[config.mk]
export PLATFORM = sky130hd
export DESIGN_NAME = ecp_fifo_dma_service
export DESIGN_NICKNAME = d
export VERILOG_FILES = /design/src/ecp_service_pkg.sv /design/src/ecp_fifo_dma_service.sv /design/src/line_sync.sv /design/src/service_fifo.sv
export SDC_FILE = /design/constraint.sdc
export NUM_CORES = 1
export LEC_CHECK = 0
export ABC_AREA = 1
export BUFFER_PORTS_ARGS = -buffer_cell sky130_fd_sc_hd__buf_2
export CAP_MARGIN = 20
export CORE_AREA = 3 3 161 163
export DETAILED_ROUTE_END_ITERATION = 10
export DIE_AREA = 0 0 164 166
export GPL_ROUTABILITY_DRIVEN = 0
export GPL_TIMING_DRIVEN = 0
export SETUP_SLACK_MARGIN = 0.05
export SLEW_MARGIN = 40
export SYNTH_ARGS = -nofsm -noshare
export SYNTH_HDL_FRONTEND = slang
export SYNTH_SLANG_ARGS = --single-unit
[constraint.sdc]
create_clock -name ref_clk_i -period 6.4 [get_ports ref_clk_i]
set_input_delay 1.28 -clock ref_clk_i [delete_from_list [all_inputs] [get_ports ref_clk_i]]
set_output_delay 1.28 -clock ref_clk_i [all_outputs]
set_load 0.1 [all_outputs]
[src/ecp_service_pkg.sv]
// Shared constants, encodings and state codes of the ECP FIFO service block.
// Assumes a single 50 MHz clock domain; the gap and pulse counts derive from that rate.
package ecp_service_pkg;

  // Data path widths and FIFO shape
  localparam int          DATA_W        = 8;
  localparam int          ENTRY_W       = 9;
  localparam int          FIFO_DEPTH    = 16;
  localparam int          CNT_W         = 5;
  localparam int          CMD_FLAG_BIT  = 8;
  localparam int          CMD_TYPE_BIT  = 7;
  localparam logic [4:0]  FIFO_FULL_CNT = 5'h10;
  localparam logic [4:0]  THR_MAX_EFF   = 5'h0f;

  // Port mode field codes
  localparam logic [2:0]  MODE_SPP      = 3'h0;
  localparam logic [2:0]  MODE_FIFO     = 3'h2;
  localparam logic [2:0]  MODE_ECP      = 3'h3;

  // Host port offsets, data FIFO and address/run-length FIFO
  localparam logic [10:0] DATA_PORT_OFS = 11'h400;
  localparam logic [10:0] ADDR_PORT_OFS = 11'h000;

  // Control line positions within the four-line group
  localparam int          CTL_STROBE    = 0;
  localparam int          CTL_AUTOFD    = 1;
  localparam int          CTL_INIT      = 2;
  localparam int          CTL_SELIN     = 3;

  // Timing
  localparam int          CLK_PERIOD_NS   = 20;
  localparam int          DACK_GAP_NS     = 350;
  localparam int          IRQ_PULSE_NS    = 100;
  localparam int          DACK_GAP_CYC    = (DACK_GAP_NS + CLK_PERIOD_NS - 1) / CLK_PERIOD_NS;
  localparam int          IRQ_PULSE_CYC   = IRQ_PULSE_NS / CLK_PERIOD_NS;
  localparam logic [4:0]  DACK_GAP_CNT    = 5'(DACK_GAP_CYC);
  localparam logic [2:0]  IRQ_PULSE_CNT   = 3'(IRQ_PULSE_CYC);
  localparam logic [5:0]  DMA_BURST_MAX   = 6'h20;

  // Reset values
  localparam logic        MASK_RST_VAL    = 1'b1;

  // Link sequencer states
  typedef enum logic [6:0] {
    ST_IDLE      = 7'h01,
    ST_FWD_SETUP = 7'h02,
    ST_FWD_STRB  = 7'h04,
    ST_FWD_REL   = 7'h08,
    ST_REV_WAIT  = 7'h10,
    ST_REV_ACK   = 7'h20,
    ST_REV_PUSH  = 7'h40
  } link_state_t;

endpackage : ecp_service_pkg

[src/ecp_fifo_dma_service.sv]
// ECP port FIFO service: host/DMA side, link sequencer, service interrupts.
// Assumes host strobes are synchronous to ref_clk_i; peripheral lines are not.
//
// What this block does
// - Forward link drives HostAck high for data bytes, low for command bytes.
// - Command bit 7 low means run-length count, high means channel address.
// - A run-length count N makes the next data byte appear N+1 times.
// - No compression is done in hardware; only expansion of given counts.
// - Four control lines are open-collector in mode 000, push-pull otherwise.
// - Mask bit set blocks every DMA request and every service interrupt.
// - Clearing the mask while a service condition holds interrupts at once.
// - Interrupt line pulses low briefly, then floats for sharing.
// - Terminal count with DMA enabled and unmasked interrupts and sets the mask.
// - Forward programmed I/O interrupts when write service level bytes are free.
// - Reverse programmed I/O interrupts when read service level bytes are held.
// - Enabled fault interrupt on nFault fall, or on enable falling while asserted.
// - Enabled acknowledge interrupt on each rising edge of nAck.
// - Effective threshold is field plus one; sixteen acts as fifteen.
// - FIFO is disabled after reset and used only in modes 010 and 011.
// - DMA request drops after 32 cycles until acknowledge idles 350 ns.
// - Reverse DMA requests while data is held; stops on empty or terminal count.
// - DMA cycles reach the FIFO on acknowledge alone, address ignored.
// - Data FIFO sits at offset 400H, address/run-length FIFO at 000H.
// - Mode 011 is ECP with automatic transfer, 010 the standard FIFO protocol.
// - Forward service condition holds when FIFO count is at most the threshold.
// - Reverse service condition holds when count is at least 16 minus threshold.
`timescale 1ns/1ns
module ecp_fifo_dma_service (
  // Clock and reset
  input  wire logic        ref_clk_i,
  input  wire logic        rst_n_i,
  // Host programmed I/O
  input  wire logic [10:0] host_addr_i,
  input  wire logic        host_wr_i,
  input  wire logic        host_rd_i,
  input  wire logic [7:0]  host_wdata_i,
  output logic      [7:0]  host_rdata_o,
  output logic             host_wr_ready_o,
  // Host DMA
  output logic             dma_request_o,
  input  wire logic        dma_acknowledge_n_i,
  input  wire logic        dma_tc_i,
  // Control and status levels
  input  wire logic [2:0]  port_mode_i,
  input  wire logic        direction_i,
  input  wire logic        dma_enable_bit_i,
  input  wire logic        mask_wr_i,
  input  wire logic        mask_wdata_i,
  output logic             service_irq_mask_o,
  input  wire logic        fault_irq_enable_n_i,
  input  wire logic        ack_irq_enable_i,
  input  wire logic [3:0]  fifo_threshold_field_i,
  input  wire logic [3:0]  sw_ctl_lines_i,
  output logic             fifo_empty_o,
  output logic             fifo_full_o,
  // Interrupt line
  output logic             port_irq_out_o,
  output logic             port_irq_out_oe_o,
  // Peripheral link
  output logic      [7:0]  periph_data_o,
  output logic             periph_data_oe_o,
  input  wire logic [7:0]  periph_data_i,
  output logic      [3:0]  ctl_lines_o,
  output logic      [3:0]  ctl_lines_oe_o,
  input  wire logic [3:0]  ctl_lines_i,
  input  wire logic        periph_busy_i,
  input  wire logic        periph_ack_n_i,
  input  wire logic        periph_fault_n_i
);

  ecp_service_pkg::link_state_t state, next_state;

  logic [2:0] pins_s;
  logic       busy_s, ack_n_s, fault_n_s;
  logic [3:0] ctl_seen;

  logic       fifo_en, fwd, ecp_mode;
  logic       fin_valid, fin_ready, fout_valid, fout_ready;
  logic [8:0] fin_data, fout_data;
  logic [4:0] fcount;

  logic [7:0] tx_data, next_tx_data, rx_data, next_rx_data;
  logic       tx_cmd, next_tx_cmd, rx_cmd, next_rx_cmd;
  logic [6:0] rle_cnt, next_rle_cnt, rep, next_rep;
  logic       rle_pend, next_rle_pend;
  logic       tx_pop, rx_push;
  logic [3:0] next_ctl, next_ctl_oe;
  logic [7:0] next_rdata;

  logic       host_push, host_pop, host_cmd, dma_access, dma_cycle;
  logic       mask, next_mask, tc_event;
  logic [5:0] burst, next_burst;
  logic [4:0] gap, next_gap;
  logic       next_req;

  logic [4:0] thr_eff;
  logic       svc_cond, svc_prev, ack_prev, fault_prev, fen_prev;
  logic       irq_event;
  logic [2:0] irq_cnt, next_irq_cnt;

  // Busy, acknowledge and fault lines pass two flops before any use
  line_sync #(
    .W       (3),
    .RST_VAL (3'h6)
  ) u_sync (
    .ref_clk_i (ref_clk_i),
    .rst_n_i   (rst_n_i),
    .async_i   ({periph_fault_n_i, periph_ack_n_i, periph_busy_i}),
    .sync_o    (pins_s)
  );
  assign busy_s    = pins_s[0];
  assign ack_n_s   = pins_s[1];
  assign fault_n_s = pins_s[2];

  assign fifo_en  = (port_mode_i == ecp_service_pkg::MODE_ECP) ||
                    (port_mode_i == ecp_service_pkg::MODE_FIFO);
  assign ecp_mode = (port_mode_i == ecp_service_pkg::MODE_ECP);
  assign fwd      = !direction_i;

  // Host access: DMA cycles decode on acknowledge only
  assign dma_access = !dma_acknowledge_n_i;
  assign host_cmd   = !dma_access && (host_addr_i == ecp_service_pkg::ADDR_PORT_OFS) && ecp_mode;
  assign host_push  = fifo_en && fwd && host_wr_i &&
                      (dma_access || host_cmd ||
                       host_addr_i == ecp_service_pkg::DATA_PORT_OFS);
  assign host_pop   = fifo_en && !fwd && host_rd_i &&
                      (dma_access || host_addr_i == ecp_service_pkg::DATA_PORT_OFS);
  assign dma_cycle  = dma_access && (host_wr_i || host_rd_i);

  assign fin_valid  = fwd ? host_push : rx_push;
  assign fin_data   = fwd ? {host_cmd, host_wdata_i} : {rx_cmd, rx_data};
  assign fout_ready = fwd ? tx_pop : host_pop;
  assign host_wr_ready_o = fwd && fin_ready;

  service_fifo #(
    .WIDTH (ecp_service_pkg::ENTRY_W),
    .DEPTH (ecp_service_pkg::FIFO_DEPTH)
  ) u_fifo (
    .ref_clk_i   (ref_clk_i),
    .rst_n_i     (rst_n_i),
    .clear_i     (!fifo_en),
    .in_valid_i  (fin_valid),
    .in_ready_o  (fin_ready),
    .in_data_i   (fin_data),
    .out_valid_o (fout_valid),
    .out_ready_i (fout_ready),
    .out_data_o  (fout_data),
    .count_o     (fcount)
  );
  assign fifo_empty_o = (fcount == '0);
  assign fifo_full_o  = (fcount == ecp_service_pkg::FIFO_FULL_CNT);

  // Link sequencer
  always_comb
  begin
    next_state    = state;
    next_tx_data  = tx_data;
    next_tx_cmd   = tx_cmd;
    next_rx_data  = rx_data;
    next_rx_cmd   = rx_cmd;
    next_rle_cnt  = rle_cnt;
    next_rle_pend = rle_pend;
    next_rep      = rep;
    tx_pop        = 1'b0;
    rx_push       = 1'b0;
    unique case (state)
      ecp_service_pkg::ST_IDLE:
      begin
        if (fifo_en && fwd && fout_valid)
        begin
          tx_pop = 1'b1;
          if (ecp_mode && fout_data[ecp_service_pkg::CMD_FLAG_BIT] &&
              !fout_data[ecp_service_pkg::CMD_TYPE_BIT])
          begin
            next_rle_cnt  = fout_data[6:0];
            next_rle_pend = 1'b1;
          end
          else
          begin
            next_tx_data = fout_data[7:0];
            next_tx_cmd  = fout_data[ecp_service_pkg::CMD_FLAG_BIT];
            next_rep     = (rle_pend && !next_tx_cmd) ? rle_cnt : '0;
            if (!next_tx_cmd)
              next_rle_pend = 1'b0;
            next_state = ecp_service_pkg::ST_FWD_SETUP;
          end
        end
        else if (fifo_en && !fwd && ecp_mode)
          next_state = ecp_service_pkg::ST_REV_WAIT;
      end
      ecp_service_pkg::ST_FWD_SETUP:
        next_state = ecp_service_pkg::ST_FWD_STRB;
      ecp_service_pkg::ST_FWD_STRB:
        if (busy_s)
          next_state = ecp_service_pkg::ST_FWD_REL;
      ecp_service_pkg::ST_FWD_REL:
        if (!busy_s)
        begin
          if (rep != '0)
          begin
            next_rep   = rep - 7'h01;
            next_state = ecp_service_pkg::ST_FWD_SETUP;
          end
          else
            next_state = ecp_service_pkg::ST_IDLE;
        end
      ecp_service_pkg::ST_REV_WAIT:
        if (!ack_n_s)
        begin
          next_rx_data = periph_data_i;
          next_rx_cmd  = !busy_s;
          next_state   = ecp_service_pkg::ST_REV_ACK;
        end
      ecp_service_pkg::ST_REV_ACK:
        if (ack_n_s)
        begin
          next_state = ecp_service_pkg::ST_REV_WAIT;
          if (rx_cmd && !rx_data[ecp_service_pkg::CMD_TYPE_BIT])
          begin
            next_rle_cnt  = rx_data[6:0];
            next_rle_pend = 1'b1;
          end
          else if (!rx_cmd)
          begin
            next_rep      = rle_pend ? rle_cnt : '0;
            next_rle_pend = 1'b0;
            next_state    = ecp_service_pkg::ST_REV_PUSH;
          end
        end
      ecp_service_pkg::ST_REV_PUSH:
      begin
        rx_push = 1'b1;
        if (fin_ready)
        begin
          if (rep == '0)
            next_state = ecp_service_pkg::ST_REV_WAIT;
          else
            next_rep = rep - 7'h01;
        end
      end
      default:
        next_state = ecp_service_pkg::ST_IDLE;
    endcase
    if (!fifo_en || (fwd && state[4]) || (!fwd && (state[1] || state[2] || state[3])))
      next_state = ecp_service_pkg::ST_IDLE;
  end

  // Line levels and drivers
  always_comb
  begin
    next_ctl = sw_ctl_lines_i;
    if (fifo_en)
      next_ctl[ecp_service_pkg::CTL_STROBE] = !(next_state == ecp_service_pkg::ST_FWD_STRB);
    if (ecp_mode)
      next_ctl[ecp_service_pkg::CTL_AUTOFD] = fwd ? !next_tx_cmd
                                              : (next_state == ecp_service_pkg::ST_REV_ACK);
    if (port_mode_i == ecp_service_pkg::MODE_SPP)
      next_ctl_oe = ~next_ctl;
    else
      next_ctl_oe = 4'hf;
    next_rdata = host_pop ? fout_data[7:0] : host_rdata_o;
  end

  always_ff @(posedge ref_clk_i)
  begin
    if (!rst_n_i)
    begin
      state            <= ecp_service_pkg::ST_IDLE;
      tx_data          <= '0;
      tx_cmd           <= 1'b0;
      rx_data          <= '0;
      rx_cmd           <= 1'b0;
      rle_cnt          <= '0;
      rle_pend         <= 1'b0;
      rep              <= '0;
      ctl_lines_o      <= 4'hf;
      ctl_lines_oe_o   <= 4'h0;
      ctl_seen         <= 4'hf;
      periph_data_o    <= '0;
      periph_data_oe_o <= 1'b0;
      host_rdata_o     <= '0;
    end
    else
    begin
      state            <= next_state;
      tx_data          <= next_tx_data;
      tx_cmd           <= next_tx_cmd;
      rx_data          <= next_rx_data;
      rx_cmd           <= next_rx_cmd;
      rle_cnt          <= next_rle_cnt;
      rle_pend         <= next_rle_pend;
      rep              <= next_rep;
      ctl_lines_o      <= next_ctl;
      ctl_lines_oe_o   <= next_ctl_oe;
      ctl_seen         <= ctl_lines_i;
      periph_data_o    <= next_tx_data;
      periph_data_oe_o <= !(direction_i && port_mode_i != ecp_service_pkg::MODE_SPP);
      host_rdata_o     <= next_rdata;
    end
  end

  // DMA request, burst limit and terminal count
  assign tc_event = dma_cycle && dma_tc_i && dma_enable_bit_i && !mask;
  always_comb
  begin
    next_mask = mask;
    if (mask_wr_i)
      next_mask = mask_wdata_i;
    if (tc_event)
      next_mask = 1'b1;
    next_burst = burst;
    next_gap   = gap;
    if (dma_cycle && burst != ecp_service_pkg::DMA_BURST_MAX)
      next_burst = burst + 6'h01;
    if (!dma_acknowledge_n_i)
      next_gap = '0;
    else if (gap != ecp_service_pkg::DACK_GAP_CNT)
      next_gap = gap + 5'h01;
    if (next_gap == ecp_service_pkg::DACK_GAP_CNT && !dma_request_o)
      next_burst = '0;
    next_req = fifo_en && dma_enable_bit_i && !next_mask &&
               next_burst != ecp_service_pkg::DMA_BURST_MAX &&
               (fwd ? (next_burst != '0 || next_gap == ecp_service_pkg::DACK_GAP_CNT ||
                       dma_request_o) && fcount + 5'(fin_valid && fin_ready)
                       < ecp_service_pkg::FIFO_FULL_CNT
                    : fcount > 5'(host_pop));
  end

  // Service threshold and interrupt events
  assign thr_eff  = (5'(fifo_threshold_field_i) + 5'h01 > ecp_service_pkg::THR_MAX_EFF)
                    ? ecp_service_pkg::THR_MAX_EFF
                    : 5'(fifo_threshold_field_i) + 5'h01;
  assign svc_cond = fifo_en && !mask && !dma_enable_bit_i &&
                    (fwd ? fcount <= thr_eff
                         : fcount >= ecp_service_pkg::FIFO_FULL_CNT - thr_eff);
  assign irq_event = (svc_cond && !svc_prev) ||
                     tc_event ||
                     (!fault_irq_enable_n_i && fault_prev && !fault_n_s) ||
                     (!fault_irq_enable_n_i && fen_prev && !fault_n_s) ||
                     (ack_irq_enable_i && !ack_prev && ack_n_s);
  always_comb
  begin
    next_irq_cnt = irq_cnt;
    if (irq_event)
      next_irq_cnt = ecp_service_pkg::IRQ_PULSE_CNT;
    else if (irq_cnt != '0)
      next_irq_cnt = irq_cnt - 3'h1;
  end

  always_ff @(posedge ref_clk_i)
  begin
    if (!rst_n_i)
    begin
      mask              <= ecp_service_pkg::MASK_RST_VAL;
      burst             <= '0;
      gap               <= ecp_service_pkg::DACK_GAP_CNT;
      dma_request_o     <= 1'b0;
      svc_prev          <= 1'b0;
      ack_prev          <= 1'b1;
      fault_prev        <= 1'b1;
      fen_prev          <= 1'b0;
      irq_cnt           <= '0;
      port_irq_out_o    <= 1'b0;
      port_irq_out_oe_o <= 1'b0;
    end
    else
    begin
      mask              <= next_mask;
      burst             <= next_burst;
      gap               <= next_gap;
      dma_request_o     <= next_req;
      svc_prev          <= svc_cond;
      ack_prev          <= ack_n_s;
      fault_prev        <= fault_n_s;
      fen_prev          <= fault_irq_enable_n_i;
      irq_cnt           <= next_irq_cnt;
      port_irq_out_o    <= 1'b0;
      port_irq_out_oe_o <= (next_irq_cnt != '0);
    end
  end
  assign service_irq_mask_o = mask;

endmodule : ecp_fifo_dma_service

[src/line_sync.sv]
// Two-stage synchroniser for a group of peripheral handshake inputs.
// Assumes the inputs may change at any time relative to ref_clk_i.
`timescale 1ns/1ns
module line_sync #(
  parameter int             W       = 1,
  parameter logic [W-1:0]   RST_VAL = '1
) (
  // Clock and reset
  input  wire logic         ref_clk_i,
  input  wire logic         rst_n_i,
  // Lines
  input  wire logic [W-1:0] async_i,
  output logic      [W-1:0] sync_o
);

  logic [W-1:0] stage1;

  // First stage feeds only the second stage
  for (genvar i = 0; i < W; i++)
  begin : g_bit
    always_ff @(posedge ref_clk_i)
    begin
      if (!rst_n_i)
      begin
        stage1[i] <= RST_VAL[i];
        sync_o[i] <= RST_VAL[i];
      end
      else
      begin
        stage1[i] <= async_i[i];
        sync_o[i] <= stage1[i];
      end
    end
  end

endmodule : line_sync

[src/service_fifo.sv]
// Flop-based FIFO with valid/ready on both sides and an occupancy count.
// Assumes clear is a synchronous flush issued from the owning block.
`timescale 1ns/1ns
module service_fifo #(
  parameter int WIDTH = 9,
  parameter int DEPTH = 16
) (
  // Clock and reset
  input  wire logic                       ref_clk_i,
  input  wire logic                       rst_n_i,
  input  wire logic                       clear_i,
  // Fill side
  input  wire logic                       in_valid_i,
  output logic                            in_ready_o,
  input  wire logic [WIDTH-1:0]           in_data_i,
  // Drain side
  output logic                            out_valid_o,
  input  wire logic                       out_ready_i,
  output logic      [WIDTH-1:0]           out_data_o,
  // Status
  output logic      [$clog2(DEPTH+1)-1:0] count_o
);

  localparam int AW = $clog2(DEPTH);
  localparam int CW = $clog2(DEPTH+1);

  logic [WIDTH-1:0] mem [DEPTH];
  logic [AW-1:0]    wr_ptr, next_wr_ptr;
  logic [AW-1:0]    rd_ptr, next_rd_ptr;
  logic [CW-1:0]    next_count;
  logic             push, pop;

  assign in_ready_o  = (count_o != CW'(DEPTH));
  assign out_valid_o = (count_o != '0);
  assign out_data_o  = mem[rd_ptr];
  assign push        = in_valid_i && in_ready_o;
  assign pop         = out_valid_o && out_ready_i;

  always_comb
  begin
    next_wr_ptr = push ? AW'((int'(wr_ptr) + 1) % DEPTH) : wr_ptr;
    next_rd_ptr = pop ? AW'((int'(rd_ptr) + 1) % DEPTH) : rd_ptr;
    next_count  = CW'(count_o + CW'(push) - CW'(pop));
    if (clear_i)
    begin
      next_wr_ptr = '0;
      next_rd_ptr = '0;
      next_count  = '0;
    end
  end

  always_ff @(posedge ref_clk_i)
  begin
    if (!rst_n_i)
    begin
      wr_ptr  <= '0;
      rd_ptr  <= '0;
      count_o <= '0;
    end
    else
    begin
      wr_ptr  <= next_wr_ptr;
      rd_ptr  <= next_rd_ptr;
      count_o <= next_count;
    end
  end

  // Storage has no reset; out_data_o shows it even when the count is zero
  always_ff @(posedge ref_clk_i)
  begin
    if (push && !clear_i)
      mem[wr_ptr] <= in_data_i;
  end

endmodule : service_fifo

==> results of run 1 <==
-- flip-flops by register name, indices dropped and copies added, names as in the netlist, 3 cells and up, named ones only --
signal	flops
u_fifo.mem	144
u_sync.stage1	3
host_rdata_o	8
gap	5
state	7
burst	6
ctl_lines_o	4
u_fifo.count_o	5
rle_cnt	7
u_fifo.rd_ptr	4
rx_data	8
tx_data	8
u_sync.sync_o	3
ctl_lines_oe_o	4
rep	7
u_fifo.wr_ptr	4
irq_cnt	3
-- layer usage --
layer  share of wire  wire (um)  vias to the layer above
met5               0          0                        -
met1            0.44      12630                     4017
met2            0.48      13530                      291
met4           0.021        586                        0
li1                -          -                     4160
met3           0.058       1657                       40
-- metrics by stage --
| stage | cells | utilization | cell area, um^2 |
|---|---|---|---|
| floorplan | 1143 | - | 11000 |
| global placement | 1548 | 0.4827 | 11810 |
| detailed placement | 1555 | 0.4879 | 11930 |
| CTS | 1603 | 0.5211 | 12750 |
| global route | 1603 | 0.5212 | 12750 |
| finish | 1603 | 0.5212 | 12750 |
-- placed cells by master (no fill, tap or decap), types with 11 or more instances in the layout --
master | netlist | routed
clkbuf_1 | 23 | 26
o21ai_1 | 22 | 22
o221ai_1 | 20 | 20
nor2_2 | 4 | 20
nand3_1 | 61 | 61
o21ai_0 | 119 | 110
dfxtp_1 | 101 | 101
clkbuf_16 | 0 | 26
a31oi_1 | 14 | 14
or2_2 | 11 | 11
buf_2 | 12 | 93
ha_1 | 31 | 31
nor2_1 | 153 | 137
nand2_1 | 126 | 126
edfxtp_1 | 144 | 144
inv_1 | 115 | 115
nor3_1 | 15 | 15
xor2_1 | 15 | 15
buf_4 | 6 | 13
a21oi_1 | 51 | 51
inv_2 | 12 | 12
-- kinds of logic after synthesis --
group | share of synthesized area
compound gates | 0.1386
xor+xnor | 0.01513
fa+ha+maj | 0.03527
buf+inv | 0.06770
flops | 0.5771
other cells | 0.0006829
simple gates | 0.1655
-- area by class of cell --
| cell class | instances | area share |
|---|---|---|
| clock inverters | 14 | 0.007753 |
| inverters | 131 | 0.03887 |
| clock buffers | 34 | 0.05604 |
| well taps | 324 | 0.03180 |
| repair buffers | 88 | 0.03592 |
| plain buffers | 46 | 0.01963 |
| multi-input cells | 721 | 0.3122 |
| flip-flops and latches | 245 | 0.4978 |
-- Yosys cell counts (all sizes together) --
cell	n	area, um^2
o21bai	1	7.510
nand2	135	534.3
a21boi	1	7.510
clkbuf	23	86.33
buf	23	162.7
inv	128	483.0
o211ai	12	110.1
edfxtp	144	4324
xnor2	4	35.03
clkinv	3	12.51
nor4	1	6.260
and2	1	8.760
o22ai	10	62.56
nand3	65	345.3
a21o	1	7.510
o21ai	143	738.2
o211a	1	10.01
o2111ai	1	8.760
o31ai	1	7.510
nor3	18	111.4
nor2	162	655.6
nand4	10	62.56
dfxtp	101	2022
or2	13	81.34
conb	2	7.510
xor2	15	131.4
o221ai	20	175.2
a21oi	52	264.0
ha	31	387.9
a211oi	2	15.01
a31oi	14	87.58
nand3b	2	15.01
o21a	3	22.52
-- power groups by stage --
| stage | clock [mW] | combinational (mW) | sequential (mW) |
|---|---|---|---|
| 3_5_place_dp | 0 | 0.263 | 1.73 |
| 4_1_cts | 1.45 | 0.264 | 1.70 |
| 3_3_place_gp | 0 | 0.252 | 1.73 |
| 5_1_grt | 1.52 | 0.291 | 1.70 |
| 2_1_floorplan | 0 | 0.126 | 1.80 |
| 6_report | 1.43 | 0.261 | 1.70 |
-- final timing paths --
check / startpoint / to / slack (ns) / cells past startpoint
max: direction_i / host_wr_ready_o / 1.61 / 7
min: u_sync.stage1[1] / u_sync.sync_o[1] / 0.43 / 1
max reg2reg: state[1] / u_fifo.mem[8][2] / 3.66 / 9
min reg2reg: u_sync.stage1[1] / u_sync.sync_o[1] / 0.43 / 1
==> summary.md, run 1 <==
| Metric | Value |
|---|---|
| Status | `finished clean` |
| Total power | `3.394 mW` |
| Multi-input logic area | `3980 um^2` |
| Fin crit share | `0.7492` |
| Register area | `6346 um^2` |
| # Post-CTS Setup Buffers | `0` |
| Worst-path cell with the longest stage delay | `clkbuf_1` |
| Int Power | `2.587 mW` |
| Drt wl/cell | `17.72 um` |
| Worst slew margin relative to its limit | `0.4714` |
| Clock Skew | `0.02693 ns` |
| CTS tree | `yes` |
| Setup TNS | `0 ns` |
| RSZ-0062 raised after global routing | `no` |
| CP delay by family, top | `buffers and inverters` |
| Setup crit end kind | `output port` |
| Vias in the first global route | `8280` |
| CP Launch Type | `primary input` |
| Final wirelength | `28400 um` |
| Worst Tran Pin Value | `0.7920 ns` |
| Fin nets | `1347` |
| Clock slew at reported path FFs | `0.06 ns` |
| Worst EP arrival | `3.51 ns` |
| Leakage | `5.022 nW` |
| M2 GR Usage | `0.3487` |
| Setup ws final | `1.605 ns` |
| Ant diodes | `0` |
| CP Class | `primary input to output port` |
| GRT Util Overall | `0.2088` |
| CP bufs+invs | `6` |
| Synth Warn # | `0` |
| PortBufs | `81` |
| Clk sinks | `245` |
| # DRC | `0` |
| Worst path required time | `5.12 ns` |
| Die X | `164 um` |
| Max stage delay on crit path | `0.64 ns` |
| Max-slew violations | `0` |
| ANT nets after route | `0` |
| First-pass GRT wire length | `44990 um` |
| Clk buf depth | `3` |
| Ports | `89` |
| # fillers | `2281` |
| Max_cap viols | `0` |
| Worst Hold Class | `flip-flop to flip-flop` |
| Layout cell share with drive strength beyond 1 | `0.1798` |
| Fmax | `208.6 MHz` |
| Detailed Place HPWL | `20130 um` |
| Yosys reg bits | `245` |
| Pre-Repair DR Iteration Count | `7` |
| GR Util met3 | `0.03068` |
| CORE AREA | `24460 um^2` |
| Endpoints failing setup | `0` |
| Power per cell area | `266.2 nW/um^2` |
| Power share of the clock group | `0.422` |
| TritonCTS buffer count | `26` |
| Syn Nets | `1231` |
| Post-synthesis cell count | `1143` |
| Comb power frac | `0.077` |
| Die height | `166 um` |
| Clock latency on the worst-skew pair | `0.54 ns` |
| Initial core utilization | `0.4495` |
| Drt initial violations | `724` |
| Crit path max fanout | `10` |
| Most Crowded Layer GR | `met2` |
| Layout area overhead | `15.93%` |
| Largest net degree at the start of global routing | `17` |
| Total grt overflow | `0` |
| Vias/cell | `5.308` |
| Root Buffer | `clkbuf_16` |
| Mapped cell area | `11000 um^2` |
| Via count | `8508` |
| H-tree depth | `1` |
| Post-CTS Hold Buffers | `0` |
| WHS | `0.4262 ns` |
| NetSw | `806.6 uW` |
| Critical-path cell list | `buf_2, inv_1, clkbuf_1, clkbuf_1, nand2_1, inv_1, buf_2` |
| Reg power frac | `0.501` |
| Syn Area/Cell | `9.621 um^2` |
| # rows | `57` |
| Sw Ratio | `0.2377` |
| GRT met1 Usage | `0.2880` |
| CTS resizes | `0` |
| Synth cell types | `53` |
| Sequential area share after synthesis | `0.5771` |
| VDD IR-drop max | `229.2 uV` |
| Die area | `27220 um^2` |
| Post-layout min period | `4.795 ns` |
| Pre-CTS WS | `1.648 ns` |
| Initial antenna violation count | `0` |
| Hold Vio Cnt, Final | `0` |
(Power assumes the default switching activity.)
==> run 2: changes to the inputs <==
==> constraint.sdc (replaced) <==
create_clock -name ref_clk_i -period 4.3 [get_ports ref_clk_i]
set_input_delay 0.86 -clock ref_clk_i [delete_from_list [all_inputs] [get_ports ref_clk_i]]
set_output_delay 0.86 -clock ref_clk_i [all_outputs]
set_load 0.1 [all_outputs]
==> summary.md, run 2 (synthesized netlist as in run 1, its figures left out) <==
| Metric | Value |
|---|---|
| Fin nets | `1347 (unchanged)` |
| Register area | `6346 um^2 (unchanged)` |
| M2 GR Usage | `0.3399 (-0.008845)` |
| Clock Skew | `0.02062 ns (-0.006307 ns)` |
| Largest net degree at the start of global routing | `17 (unchanged)` |
| Total grt overflow | `0 (unchanged)` |
| Design area | `12850 um^2 (+0.82%)` |
| Initial core utilization | `0.4495 (unchanged)` |
| PortBufs | `81 (unchanged)` |
| Die height | `166 um (unchanged)` |
| Most flops, register | `u_fifo.mem` |
| TritonCTS buffer count | `27 (+3.8%)` |
| Layout cell share with drive strength beyond 1 | `0.1852 (+0.005328)` |
| Via count | `8534 (+0.31%)` |
| Initial antenna violation count | `0 (unchanged)` |
| Clock latency on the worst-skew pair | `0.54 ns (about the same)` |
| Post-placement cell count | `1554 (-0.064%)` |
| GR Util met3 | `0.02769 (-0.002993)` |
| Ports | `89 (unchanged)` |
| # fillers | `2263 (-0.79%)` |
| CP Class | `primary input to output port` |
| Post-CTS Hold Buffers | `0 (unchanged)` |
| CTS resizes | `0 (unchanged)` |
| Drt initial violations | `727 (+0.41%)` |
| Worst slew margin relative to its limit | `0.4751 (+0.003700)` |
| GRT Util Overall | `0.2053 (-0.003469)` |
| Max reg flops | `144 (unchanged)` |
| Cell Area, Placed | `11930 um^2 (about the same)` |
| Die area | `27220 um^2 (unchanged)` |
| Worst EP arrival | `3.13 ns (-0.38 ns)` |
| Worst Tran Pin Value | `0.7873 ns (-0.004699 ns)` |
| Final wirelength | `28190 um (-0.76%)` |
| Ant diodes | `0 (unchanged)` |
| Setup TNS | `0 ns (unchanged)` |
| Post-Route Utilization | `0.5254 (+0.004296)` |
| H-tree depth | `1 (unchanged)` |
| Detailed Place HPWL | `20120 um (about the same)` |
| Clk sinks | `245 (unchanged)` |
| Clock slew at reported path FFs | `0.06 ns (about the same)` |
| Drt wl/cell | `17.57 um (-0.82%)` |
| Die X | `164 um (unchanged)` |
| Layout area overhead | `16.88%` |
| Crit path max fanout | `10 (unchanged)` |
| Vias in the first global route | `7984 (-3.6%)` |
| Fmax | `250.5 MHz` |
| Leakage | `5.078 nW (+1.1%)` |
| RSZ-0062 raised after global routing | `no` |
| GRT met1 Usage | `0.2901 (+0.002169)` |
| Pre-Repair DR Iteration Count | `10 (+3)` |
| Total power | `5.245 mW (+55%)` |
| Most common cell after layout, fill and taps aside | `edfxtp_1` |
| # Post-CTS Setup Buffers | `0 (unchanged)` |
| Vias/cell | `5.320 (+0.24%)` |
| Fin crit share | `0.9285` |
| Hold Vio Cnt, Final | `0 (unchanged)` |
| Worst Hold Class | `flip-flop to flip-flop` |
| # rows | `57 (unchanged)` |
| Power per cell area | `408.0 nW/um^2 (+53%)` |
| Status | `finished clean` |
| First-pass GRT wire length | `44260 um (-1.6%)` |
| CP Launch Type | `primary input` |
| VDD IR-drop max | `367.3 uV (+60%)` |
| Root Buffer | `clkbuf_16` |
| Max_cap viols | `0 (unchanged)` |
| CTS tree | `yes` |
| CORE AREA | `24460 um^2 (unchanged)` |
| Worst path required time | `3.44 ns (-1.68 ns)` |
| # DRC | `0 (unchanged)` |
| Multi-input logic area | `3985 um^2 (+0.13%)` |
| Clk buf depth | `3 (unchanged)` |
| Most Crowded Layer GR | `met2` |
| Commonest non-fill, non-tap cells in the layout | `edfxtp_1 (144), nor2_1 (137), nand2_1 (126)` |
| Post-layout min period | `3.993 ns` |
| Non-filler cells, final | `1604 (+0.062%)` |
| ANT nets after route | `0 (unchanged)` |
| Setup crit end kind | `output port` |
| Endpoints failing setup | `0 (unchanged)` |
| Max-slew violations | `0 (unchanged)` |
## run 2: path summary, 6_finish.rpt
path	from	to	slack, ns	cells past startpoint
worst max-delay path	direction_i	host_wr_ready_o	0.31	7
worst min-delay path	u_sync.stage1[1]	u_sync.sync_o[1]	0.42	1
worst max register to register	state[1]	u_fifo.count_o[4]	1.61	15
worst min register to register	u_sync.stage1[1]	u_sync.sync_o[1]	0.42	1
## run 2: critical path: stages
cell	delay, ns
buf_2	0.18
inv_1	0.24
clkbuf_1	0.58
clkbuf_1	0.66
nand2_1	0.11
inv_1	0.07
buf_2	0.42
## run 2: per-layer routing
metal  wire (um)  vias up
met5           0        -
met4         514        0
met3        1675       42
met2       13530      253
met1       12470     4095
li1            -     4144
## run 2: area by class of cell
class	instances	share of cell area
clock buffers	43	0.06610
flip-flops and latches	245	0.4937
well taps	324	0.03154
inverters	131	0.03855
repair buffers	87	0.03504
clock inverters	7	0.005646
multi-input cells	721	0.3100
plain buffers	46	0.01937
## run 2: power breakdown
group	switching [mW]	internal, mW	total [mW]
Combinational	0.276	0.111	0.387
Sequential	0.0182	2.51	2.53
Clock	0.914	1.41	2.33
Total	1.21	4.04	5.24
## run 2: per-stage QoR
stage | setup WS [ns] | hold slack [ns]
floorplan | 1.003 | 0.3905
global placement | 0.3380 | 0.3968
detailed placement | 0.3723 | 0.4066
CTS | 0.3674 | 0.4210
global route | 0.2008 | 0.4352
finish | 0.3074 | 0.4191
